**src/design/ssw_defines.svh**
```systemverilog
// Timing constants for the supply supervisor and watchdog
`ifndef SSW_DEFINES_SVH
`define SSW_DEFINES_SVH
`define SSW_CLK_HZ 125000000
`define SSW_WDOG_TIMEOUT_MS 1600
`define SSW_RELEASE_MS 200
`define SSW_DEBOUNCE_MS 10
`define SSW_WDOG_CYCLES ((`SSW_CLK_HZ / 1000) * `SSW_WDOG_TIMEOUT_MS)
`define SSW_RELEASE_CYCLES ((`SSW_CLK_HZ / 1000) * `SSW_RELEASE_MS)
`define SSW_DEBOUNCE_CYCLES ((`SSW_CLK_HZ / 1000) * `SSW_DEBOUNCE_MS)
`define SSW_CNT_W 28
`endif

```
**src/design/ssw_pkg.sv**
```systemverilog
// Types shared by the supply supervisor and watchdog
package ssw_pkg;
  typedef enum logic [1:0] {
    SSW_RUN,
    SSW_HOLD,
    SSW_RELEASE
  } ssw_state_t;
  typedef struct packed {
    logic reset_pin_oe_n;
    logic reset_high;
  } ssw_rst_out_t;
endpackage

```
**src/design/ssw_supervisor.sv**
```systemverilog
// Supply supervisor, manual reset, watchdog and memory write gate
// What this block does
// [RULE1] Watchdog timeout drives resets active
// [RULE2] Host toggles kick within every timeout
// [RULE3] Watchdog source: data line or kick pin
// [RULE4] Supply fault asserts both resets
// [RULE5] Hold resets for release timeout after fault
// [RULE6] Manual reset low starts reset
// [RULE7] Manual reset input is debounced
// [RULE8] Reset held while low, then timeout
// [RULE9] External low on reset pin restarts reset
// [RULE10] Open-drain low reset plus high reset
// [RULE11] Write-protect high blocks memory writes
// [RULE12] Writes inhibited while supply below threshold
// [RULE13] Watchdog restarts when reset ends
// [RULE14] Timeouts are cycle-count parameters
`include "ssw_defines.svh"
module ssw_supervisor
  import ssw_pkg::*;
#(
  parameter bit KICK_PIN_VARIANT = 1'b0,
  // [RULE14] cycle counts
  parameter logic [`SSW_CNT_W-1:0] WDOG_CYCLES = `SSW_CNT_W'(`SSW_WDOG_CYCLES),
  parameter logic [`SSW_CNT_W-1:0] RELEASE_CYCLES = `SSW_CNT_W'(`SSW_RELEASE_CYCLES),
  parameter logic [`SSW_CNT_W-1:0] DEBOUNCE_CYCLES = `SSW_CNT_W'(`SSW_DEBOUNCE_CYCLES)
) (
  input wire logic clock,
  input wire logic rst_n,
  input wire logic supply_fault,
  input wire logic manual_reset_in,
  input wire logic watchdog_kick_in,
  input wire logic serial_data_in,
  input wire logic reset_pin_in,
  input wire logic write_protect,
  input wire logic mem_write_req,
  output logic reset_pin_oe_n,
  output logic reset_pin_out,
  output logic reset_high,
  output logic mem_write_allow
);
  localparam int W = `SSW_CNT_W;

  logic [2:0] sync1_q, sync2_q;
  logic kick_prev_q, kick_prev_d;
  logic mr_stable_q, mr_stable_d;
  logic [W-1:0] deb_cnt_q, deb_cnt_d;
  logic [W-1:0] wd_cnt_q, wd_cnt_d;
  logic [W-1:0] rel_cnt_q, rel_cnt_d;
  ssw_state_t state_q, state_d;
  ssw_rst_out_t out_q, out_d;
  logic wp_q, wp_d;
  logic kick_s, mr_s, pin_s, wd_src, cause, wd_expire;
  logic [1:0] rel_hist_q, rel_hist_d;
  logic pin_armed;

  function automatic logic [W-1:0] cnt_inc(input logic [W-1:0] v);
    return v + W'(1);
  endfunction

  // Pins come from outside the clock domain
  always_ff @(posedge clock) begin
    if (!rst_n) begin
      sync1_q <= 3'h7;
      sync2_q <= 3'h7;
    end else begin
      sync1_q <= {reset_pin_in, manual_reset_in, KICK_PIN_VARIANT ? watchdog_kick_in : serial_data_in};
      sync2_q <= sync1_q;
    end
  end
  // [RULE3] kick source select
  assign wd_src = sync2_q[0];
  assign mr_s = sync2_q[1];
  assign pin_s = sync2_q[2];
  assign kick_s = wd_src ^ kick_prev_q;

  always_comb begin
    kick_prev_d = wd_src;
    mr_stable_d = mr_stable_q;
    deb_cnt_d = W'(0);
    // [RULE7] debounce manual input
    if (mr_s != mr_stable_q) begin
      deb_cnt_d = cnt_inc(deb_cnt_q);
      if (deb_cnt_q >= DEBOUNCE_CYCLES - W'(1)) begin
        mr_stable_d = mr_s;
        deb_cnt_d = W'(0);
      end
    end
  end

  always_ff @(posedge clock) begin
    if (!rst_n) begin
      kick_prev_q <= 1'b1;
      mr_stable_q <= 1'b1;
      deb_cnt_q <= '0;
    end else begin
      kick_prev_q <= kick_prev_d;
      mr_stable_q <= mr_stable_d;
      deb_cnt_q <= deb_cnt_d;
    end
  end

  // Own drive on the pin reads back low, so only count it while released
  // Readback lags the pin by the sync depth, so blank it just after release
  assign pin_armed = &rel_hist_q;
  // [RULE4] [RULE6] [RULE9] reset causes
  assign cause = supply_fault || !mr_stable_q || (state_q == SSW_RUN && pin_armed && !pin_s);
  assign wd_expire = (wd_cnt_q >= WDOG_CYCLES - W'(1));

  always_comb begin
    rel_hist_d = {rel_hist_q[0], out_q.reset_pin_oe_n};
    state_d = state_q;
    wd_cnt_d = wd_cnt_q;
    rel_cnt_d = rel_cnt_q;
    unique case (state_q)
      SSW_RUN: begin
        // [RULE1] watchdog timeout
        wd_cnt_d = kick_s ? W'(0) : cnt_inc(wd_cnt_q);
        if (cause || wd_expire) begin
          state_d = SSW_HOLD;
        end
      end
      SSW_HOLD: begin
        // [RULE8] hold while cause stands
        rel_cnt_d = W'(0);
        if (!cause) begin
          state_d = SSW_RELEASE;
        end
      end
      SSW_RELEASE: begin
        // [RULE5] release timeout
        rel_cnt_d = cnt_inc(rel_cnt_q);
        if (cause) begin
          state_d = SSW_HOLD;
        end else if (rel_cnt_q >= RELEASE_CYCLES - W'(1)) begin
          state_d = SSW_RUN;
          // [RULE13] fresh watchdog period
          wd_cnt_d = W'(0);
        end
      end
      default: begin
        state_d = SSW_HOLD;
      end
    endcase
    // [RULE10] complementary outputs
    out_d.reset_pin_oe_n = (state_d == SSW_RUN);
    out_d.reset_high = (state_d != SSW_RUN);
    // [RULE11] [RULE12] write gate
    wp_d = mem_write_req && !write_protect && !supply_fault;
  end

  always_ff @(posedge clock) begin
    if (!rst_n) begin
      state_q <= SSW_HOLD;
      wd_cnt_q <= '0;
      rel_cnt_q <= '0;
      out_q <= '{reset_pin_oe_n: 1'b0, reset_high: 1'b1};
      wp_q <= 1'b0;
      rel_hist_q <= 2'h0;
    end else begin
      state_q <= state_d;
      wd_cnt_q <= wd_cnt_d;
      rel_cnt_q <= rel_cnt_d;
      out_q <= out_d;
      wp_q <= wp_d;
      rel_hist_q <= rel_hist_d;
    end
  end

  assign reset_pin_oe_n = out_q.reset_pin_oe_n;
  assign reset_pin_out = 1'b0;
  assign reset_high = out_q.reset_high;
  assign mem_write_allow = wp_q;

  // [RULE4] fault forces reset
  a_fault_resets: assert property (@(posedge clock) disable iff (!rst_n)
    supply_fault |-> ##1 reset_high) else $error("reset not active during supply fault");
  // [RULE5] release starts from zero count
  a_release_len: assert property (@(posedge clock) disable iff (!rst_n)
    (state_q == SSW_HOLD && state_d == SSW_RELEASE) |-> ##1 (reset_high && rel_cnt_q == W'(0)))
    else $error("release did not start from zero");
  // [RULE10] outputs complementary
  a_outs_compl: assert property (@(posedge clock) disable iff (!rst_n)
    reset_high == !reset_pin_oe_n) else $error("reset outputs disagree");
  // [RULE11] write protect blocks
  a_wp_blocks: assert property (@(posedge clock) disable iff (!rst_n)
    write_protect |=> !mem_write_allow) else $error("write allowed under protect");
  // [RULE12] fault blocks writes
  a_fault_blocks: assert property (@(posedge clock) disable iff (!rst_n)
    supply_fault |=> !mem_write_allow) else $error("write allowed under fault");
  // [RULE1] expiry starts reset
  a_wdog_expire: assert property (@(posedge clock) disable iff (!rst_n)
    (state_q == SSW_RUN && wd_expire) |=> (state_q == SSW_HOLD)) else $error("watchdog expiry ignored");
  // [RULE8] manual low holds reset
  a_mr_holds: assert property (@(posedge clock) disable iff (!rst_n)
    !mr_stable_q |=> (state_q == SSW_HOLD)) else $error("manual reset not held");
  // [RULE13] watchdog restarts
  a_wd_restart: assert property (@(posedge clock) disable iff (!rst_n)
    (state_q == SSW_RELEASE && state_d == SSW_RUN) |=> (wd_cnt_q == W'(0))) else $error("watchdog not restarted");
  // [RULE7] debounce holds stable value
  a_deb_stable: assert property (@(posedge clock) disable iff (!rst_n)
    (mr_s == mr_stable_q) |=> $stable(mr_stable_q)) else $error("debounced value moved");
  // [RULE9] external low starts reset
  a_pin_forces: assert property (@(posedge clock) disable iff (!rst_n)
    (state_q == SSW_RUN && pin_armed && !pin_s) |=> (state_q == SSW_HOLD)) else $error("pin reset ignored");
  // [RULE10] own drive not read back
  a_readback_blank: assert property (@(posedge clock) disable iff (!rst_n)
    (state_q == SSW_RUN && !pin_armed && !supply_fault && mr_stable_q && !wd_expire) |=> (state_q == SSW_RUN))
    else $error("stale pin level restarted reset");
  // [RULE5] release ends at full count
  a_release_full: assert property (@(posedge clock) disable iff (!rst_n)
    (state_q == SSW_RELEASE && state_d == SSW_RUN) |-> (rel_cnt_q == RELEASE_CYCLES - W'(1)))
    else $error("release ended early");
  // [RULE1] kick restarts watchdog
  a_kick_restart: assert property (@(posedge clock) disable iff (!rst_n)
    (state_q == SSW_RUN && kick_s) |=> (wd_cnt_q == W'(0))) else $error("kick did not restart watchdog");
  // [RULE11] clean request is allowed
  a_allow_follows: assert property (@(posedge clock) disable iff (!rst_n)
    (mem_write_req && !write_protect && !supply_fault) |=> mem_write_allow) else $error("clean write refused");

  c_wdog_trip: cover property (@(posedge clock) disable iff (!rst_n) state_q == SSW_RUN && wd_expire);
  c_release_done: cover property (@(posedge clock) disable iff (!rst_n)
    state_q == SSW_RELEASE && state_d == SSW_RUN);
  c_manual: cover property (@(posedge clock) disable iff (!rst_n) $fell(mr_stable_q));
  c_pin_forced: cover property (@(posedge clock) disable iff (!rst_n)
    state_q == SSW_RUN && pin_armed && !pin_s);
  c_kick_seen: cover property (@(posedge clock) disable iff (!rst_n)
    state_q == SSW_RUN && kick_s);
endmodule

```
**config.mk**
```make
export PLATFORM = sky130hd
export DESIGN_NAME = ssw_supervisor
export DESIGN_NICKNAME = d
export VERILOG_FILES = /design/src/design/ssw_pkg.sv /design/src/design/ssw_supervisor.sv
export VERILOG_INCLUDE_DIRS = /design/src /design/src/design
export SDC_FILE = /design/constraint.sdc
export NUM_CORES = 1
export LEC_CHECK = 0
export ABC_AREA = 1
export BUFFER_PORTS_ARGS = -buffer_cell sky130_fd_sc_hd__buf_4
export CAP_MARGIN = 20
export CORE_MARGIN = 2
export CORE_UTILIZATION = 60
export CTS_CLUSTER_DIAMETER = 120
export DETAILED_ROUTE_END_ITERATION = 8
export PLACE_DENSITY = 0.88
export REMOVE_ABC_BUFFERS = 1
export SYNTH_ARGS = -nofsm -noshare
export SYNTH_HDL_FRONTEND = slang
export SYNTH_SLANG_ARGS = --single-unit
```
**constraint.sdc**
```tcl
create_clock -name clock -period 2.3 [get_ports clock]
set_clock_uncertainty 0.2 [all_clocks]
set_input_delay 0.115 -clock clock [delete_from_list [all_inputs] [get_ports clock]]
set_output_delay 0.115 -clock clock [all_outputs]
set_load 0.005 [all_outputs]
```
==> metrics, run 1 <==
DRC 0; Fill cells about 770; Avg Inst Size Synth ~6.6 sq um; first-pass GRT wire length around 21000 um; register area about 0.002 sq mm; cell area after layout around 0.0059 sq mm; hold_ws between 0.05 and 0.06 ns; CP max-delay cell dfxtp_2; Tightest Pin Transition 0.5124 ns; Die X between 90 and 100 um; outcome completed; RSZ-0062 raised after global routing false; Inserted Diodes 0; CTS H-tree lvls 3; Die H approximately 99 um; Data arrival, critical path ~2.2 ns; startpoint types register; synthesized flop and latch total slightly below 100; core area ~0.0088 sq mm; CTS tree built; area delta synth->final 8.989%; Ports 13; R2R Path Start state_q[0]$_SDFF_PN1_; number of synthesized flops with an enable pin 0; DR vias between 5000 and 6000; fin nets between 800 and 900; largest net degree at the start of global routing 31; GRT Util Overall a little over a quarter; Yosys warnings 0; period utilization between 80% and 90%; maximum VDD drop roughly 0.37 mV; Pwr Density approximately 600 mW/mm^2; crit-path max FO 8; ys flop type dfxtp_1; CTS max path bufs 2; final antenna-violating net count 0; delay-heaviest family, CP simple AND/OR/NAND/NOR gates; Leakage 0.002281 uW; maxcap violations 0; Hold Path Sink state_q[0]$_SDFF_PN1_; grt ovf 0; crit-path cells inv_1, ha_1, buf_4, nand3_2, nor2_4, nand2_2, nor2_4, nand3_1, nor2_1, nor2_1; routed length per placed instance 12.35 um; Setup Fix Bufs, Post-CTS 0; DRT Pass-1 Iters 5; commonest cells after routing, fill and taps aside nand2_1, nor2_1, dfxtp_1, inv_1, nand3_1; Hold Path Depth 5; DPL Wire Length between 8000 and 9000 um; GPL Wtd Cong between 0.9 and 1; cts bufs inserted 9; layout cells sized above 1 between 10% and 20%; initial drt markers ~310; Mapped Area 0.005456 sq mm; WP data required approximately 2.4 ns; Total Power 3572 uW; Post-Synthesis Cells a little over 800; Reg2Reg Depth 10; clk_lat worst skew around 0.38 ns; Setup Crit Path Kind register to register; Clock Tree Root clkbuf_8; fin cells 971; DRT Wirelength approximately 12000 um; multi-input logic area just over 0.003 sq mm; post-synthesis async set-or-reset flop share 0%; sequential fraction of the synthesis area a little over a third; final slew viol count 0; Slew HR ~66%; Hold Startpoint supply_fault; placed cells approximately 950; initial antenna violation count 0; crit path capture type register; register clock-pin slew on the reported worst setup and hold paths around 0.09 ns; Fin. Hold Viols 0; Final Critical Period between 2 and 2.5 ns; Worst Hold Class input port to register; vias in the first global route between 4000 and 5000; final setup fails 0; Starting Density between 60% and 70%; CP peak stage delay 0.38 ns; flop-to-flop setup slack ~0.23 ns; FF-to-FF End rel_cnt_q[22]$_SDFFE_PN0P_; count of input and output buffers 10; Via density 5.384; Synth cell types 44; total clock sinks between 90 and 100; Max Fclk between 0.4 and 0.5 GHz; commonest non-fill, non-tap cell in the layout nand2_1; row cnt 34; DP Area around 0.0057 sq mm; Worst Path Buf+Inv 2; die area just under 0.01 sq mm
## layout make-up
type	instances	area share, %
multi-input combinational	623	51.10
inverter	95	6.017
sequential	99	33.35
tap	108	2.272
timing repair buffer	30	4.040
clock inverter	7	1.136
clock buffer	9	2.083
## flip-flops by register name (all words and copies together) (netlist names)
| name | count |
|---|---|
| reset_pin_oe_n | 1 |
| deb_cnt_q | 28 |
| state_q | 2 |
| sync2_q | 3 |
| kick_prev_q | 1 |
| reset_high | 1 |
| mr_stable_q | 1 |
| rel_cnt_q | 28 |
| sync1_q | 3 |
| rel_hist_q | 2 |
| mem_write_allow | 1 |
| wd_cnt_q | 28 |
## through the flow
stage                     setup slack [ns]  util, %  TNS, ns
after global placement              0.1667    64.82        0
after CTS                           0.1250    67.69        0
final                               0.2326    67.86        0
after global routing               0.02482    67.86        0
after detailed placement            0.1239    64.82        0
after floorplan                    -0.2230        -   -6.062
## cells by family after synthesis
group | after synthesis | share of synthesized area (%)
AND/OR/NAND/NOR | 510 | 42.67
buffers and inverters | 115 | 8.713
flip-flops | 99 | 36.32
AO/OA/AOI/OAI | 88 | 9.012
XOR/XNOR | 10 | 1.605
adder cells (fa/ha/maj) | 7 | 1.605
other | 1 | 0.06873
## worst max path at each step
stage	slack, ns	start	cells after the start	endpoint
5_1_grt	0.02	state_q[0]$_SDFF_PN1_	13	rel_cnt_q[19]$_SDFFE_PN0P_
2_1_floorplan	-0.22	state_q[0]$_SDFF_PN1_	7	wd_cnt_q[12]$_SDFFE_PN0P_
3_5_place_dp	0.12	state_q[0]$_SDFF_PN1_	9	wd_cnt_q[5]$_SDFFE_PN0P_
6_report	0.23	state_q[0]$_SDFF_PN1_	10	rel_cnt_q[22]$_SDFFE_PN0P_
3_3_place_gp	0.17	state_q[0]$_SDFF_PN1_	10	wd_cnt_q[20]$_SDFFE_PN0P_
4_1_cts	0.13	state_q[0]$_SDFF_PN1_	9	wd_cnt_q[12]$_SDFFE_PN0P_
## synth_stat cells, types with 11 or more instances
cell       n  area (sq um)
o21ai_0   17         85.08
inv_1     88         330.3
nand2_1  203         762.0
nand4_1   11         68.82
nand3_1   79         395.4
nor2_2    11         68.82
nor3_1    15         75.07
a21oi_1   47         235.2
or2_2     11         68.82
dfxtp_1   99          1982
nor2_1   135         506.7
## power breakdown
group          total [uW]  internal (uW)  switching [uW]
logic                 629            216             413
registers            1840           1780            57.8
clock network        1100            421             682
total                3570           2420            1150
## worst register-to-register path, cell delays in order (launching register included)
cell and delay (ns):
dfxtp_2 0.38, inv_1 0.09, ha_1 0.32, buf_4 0.18
nand3_2 0.14, nor2_4 0.18, nand2_2 0.11, nor2_4 0.13
nand3_1 0.11, nor2_1 0.10, nor2_1 0.05
## per-layer routing
metal | GRT usage (%) | part of all wire [%]
met2 | 44.91 | 48
met3 | 5.411 | 6.2
met4 | 8.219 | 1.7
met1 | 33.32 | 45
met5 | 0 | 0
## repair_timing
item	in CTS	in global routing
endpoints found under the setup margin	0	31
resized for setup	0	3
hold buffers	6	0
hold endpoints to repair	11	0
No activity file was read; power rests on OpenSTA's default activity.
==> run 2: changes to the inputs <==
- CORE_UTILIZATION: 60 -> 50
- PLACE_DENSITY: 0.88 -> 0.71
==> metrics, run 2 (synthesis results as in run 1) <==
outcome completed; fin nets 873 (-0.11%); Worst Hold Class input port to register; register area 0.001984 sq mm (about the same); final core utilization 55.88% (-12 points); placed cells 980 (+3.3%); final setup fails 0 (unchanged); Setup Fix Bufs, Post-CTS 0 (unchanged); maxcap violations 0 (unchanged); die area 0.01176 sq mm (+19%); Via density 5.197 (-3.5%); count of input and output buffers 10 (unchanged); DR vias 5207 (-0.40%); final slew viol count 0 (unchanged); Fin. Hold Viols 0 (unchanged); Data arrival, critical path 2.24 ns (+0.09 ns); Setup Crit Path Kind register to register; crit path capture type register; cts bufs inserted 9 (unchanged); initial drt markers 306 (-1.9%); Starting Density 50.78% (-11 points); first-pass GRT wire length 20440 um (-4.5%); crit-path max FO 12 (+4); initial antenna violation count 0 (unchanged); register clock-pin slew on the reported worst setup and hold paths 0.11 ns (+0.02 ns); period utilization 91.97% (+2.1 points); vias in the first global route 4716 (-2.8%); CTS H-tree lvls 3 (unchanged); largest net degree at the start of global routing 31 (unchanged); DPL Wire Length 8898 um (+1.6%); Die X 108.5 um (+9.2%); startpoint types register; final antenna-violating net count 0 (unchanged); WP data required 2.42 ns (+0.04 ns); Ports 13 (unchanged); CTS tree built; largest registers deb_cnt_q (28), rel_cnt_q (28), wd_cnt_q (28); core area 0.01075 sq mm (+23%); maximum VDD drop 0.3663 mV (-1.1%); multi-input logic area 0.003042 sq mm (about the same); fin cells 1002 (+3.2%); commonest non-fill, non-tap cell in the layout nand2_1; DRT Pass-1 Iters 5 (unchanged); area delta synth->final 10.04%; layout cells sized above 1 11.83% (+0.13 points); DP Area 0.005713 sq mm (+0.57%); Inserted Diodes 0 (unchanged); total clock sinks 99 (unchanged); Leakage 0.002287 uW (+0.25%); DRT Wirelength 12210 um (+1.8%); Total Power 3607 uW (+0.97%); Fill cells 1072 (+39%); grt ovf 0 (unchanged); clk_lat worst skew 0.39 ns (about the same); routed length per placed instance 12.18 um (-1.4%); CTS max path bufs 2 (unchanged); Pwr Density 600.6 mW/mm^2 (about the same); row cnt 38 (+12%); Final Critical Period 2.115 ns (+0.04788 ns); Max Fclk 0.4728 GHz (-2.3%); commonest cells after routing, fill and taps aside nand2_1, nor2_1, dfxtp_1, inv_1, nand3_1; GRT Util Overall 21.61% (-4.6 points); DRC 0 (unchanged); cell area after layout 0.006005 sq mm (+0.97%); Die H 108.5 um (+9.2%); Clock Tree Root clkbuf_8; GPL Wtd Cong 0.9337 (-6.2%); RSZ-0062 raised after global routing false
## run 2: layout make-up
type	count	share of cell area (%)
multi-input combinational	623	50.66
sequential	99	33.05
inverter	95	5.960
timing repair buffer	29	3.876
tap	140	2.917
clock buffer	9	2.063
clock inverter	7	1.479
## run 2: report_power, final
part	leakage (uW)	total [uW]	switching, uW	internal, uW
Sequential	0.000804	1850	67.2	1780
Clock	0.000107	1150	706	443
Combinational	0.00138	608	401	207
## run 2: worst paths after layout
check | startpoint | end | slack [ns] | cells past startpoint
worst max-delay path | state_q[0]$_SDFF_PN1_ | rel_cnt_q[2]$_SDFFE_PN0P_ | 0.18 | 7
worst min-delay path | supply_fault | state_q[0]$_SDFF_PN1_ | 0.04 | 5
worst max register to register | state_q[0]$_SDFF_PN1_ | rel_cnt_q[2]$_SDFFE_PN0P_ | 0.18 | 7
worst min register to register | sync1_q[1]$_SDFF_PN1_ | sync2_q[1]$_SDFF_PN1_ | 0.23 | 1
## run 2: layer usage
layer  GRT usage (%)  wire length (um)  vias up
met5               0                 0        -
li1                -                 -     2693
met4           7.509               235        0
met2           38.26              5902      104
met1           25.40              5584     2389
met3           5.184               484       21
## run 2: worst max-delay path: stages, from the launching register on
cell     delay, ns
dfxtp_2       0.38
inv_1         0.08
ha_1          0.34
buf_4         0.19
a21oi_2       0.39
buf_4         0.26
o21ai_0       0.11
a21oi_1       0.11
## run 2: stage by stage
stage | setup TNS [ns] | hold slack (ns) | setup WS (ns)
6_report | 0 | 0.03911 | 0.1847
3_5_place_dp | 0 | 0.08178 | 0.09841
2_1_floorplan | -6.062 | -0.01619 | -0.2230
3_3_place_gp | 0 | 0.07605 | 0.1383
4_1_cts | 0 | 0.03271 | 0.07227
5_1_grt | 0 | 0.05606 | 0.01842
## run 2: what timing repair did
item / CTS / global route
hold buffers: 6 / 0
setup endpoints to repair: 0 / 41
hold endpoints to repair: 12 / 0
gates resized for setup: 0 / 5
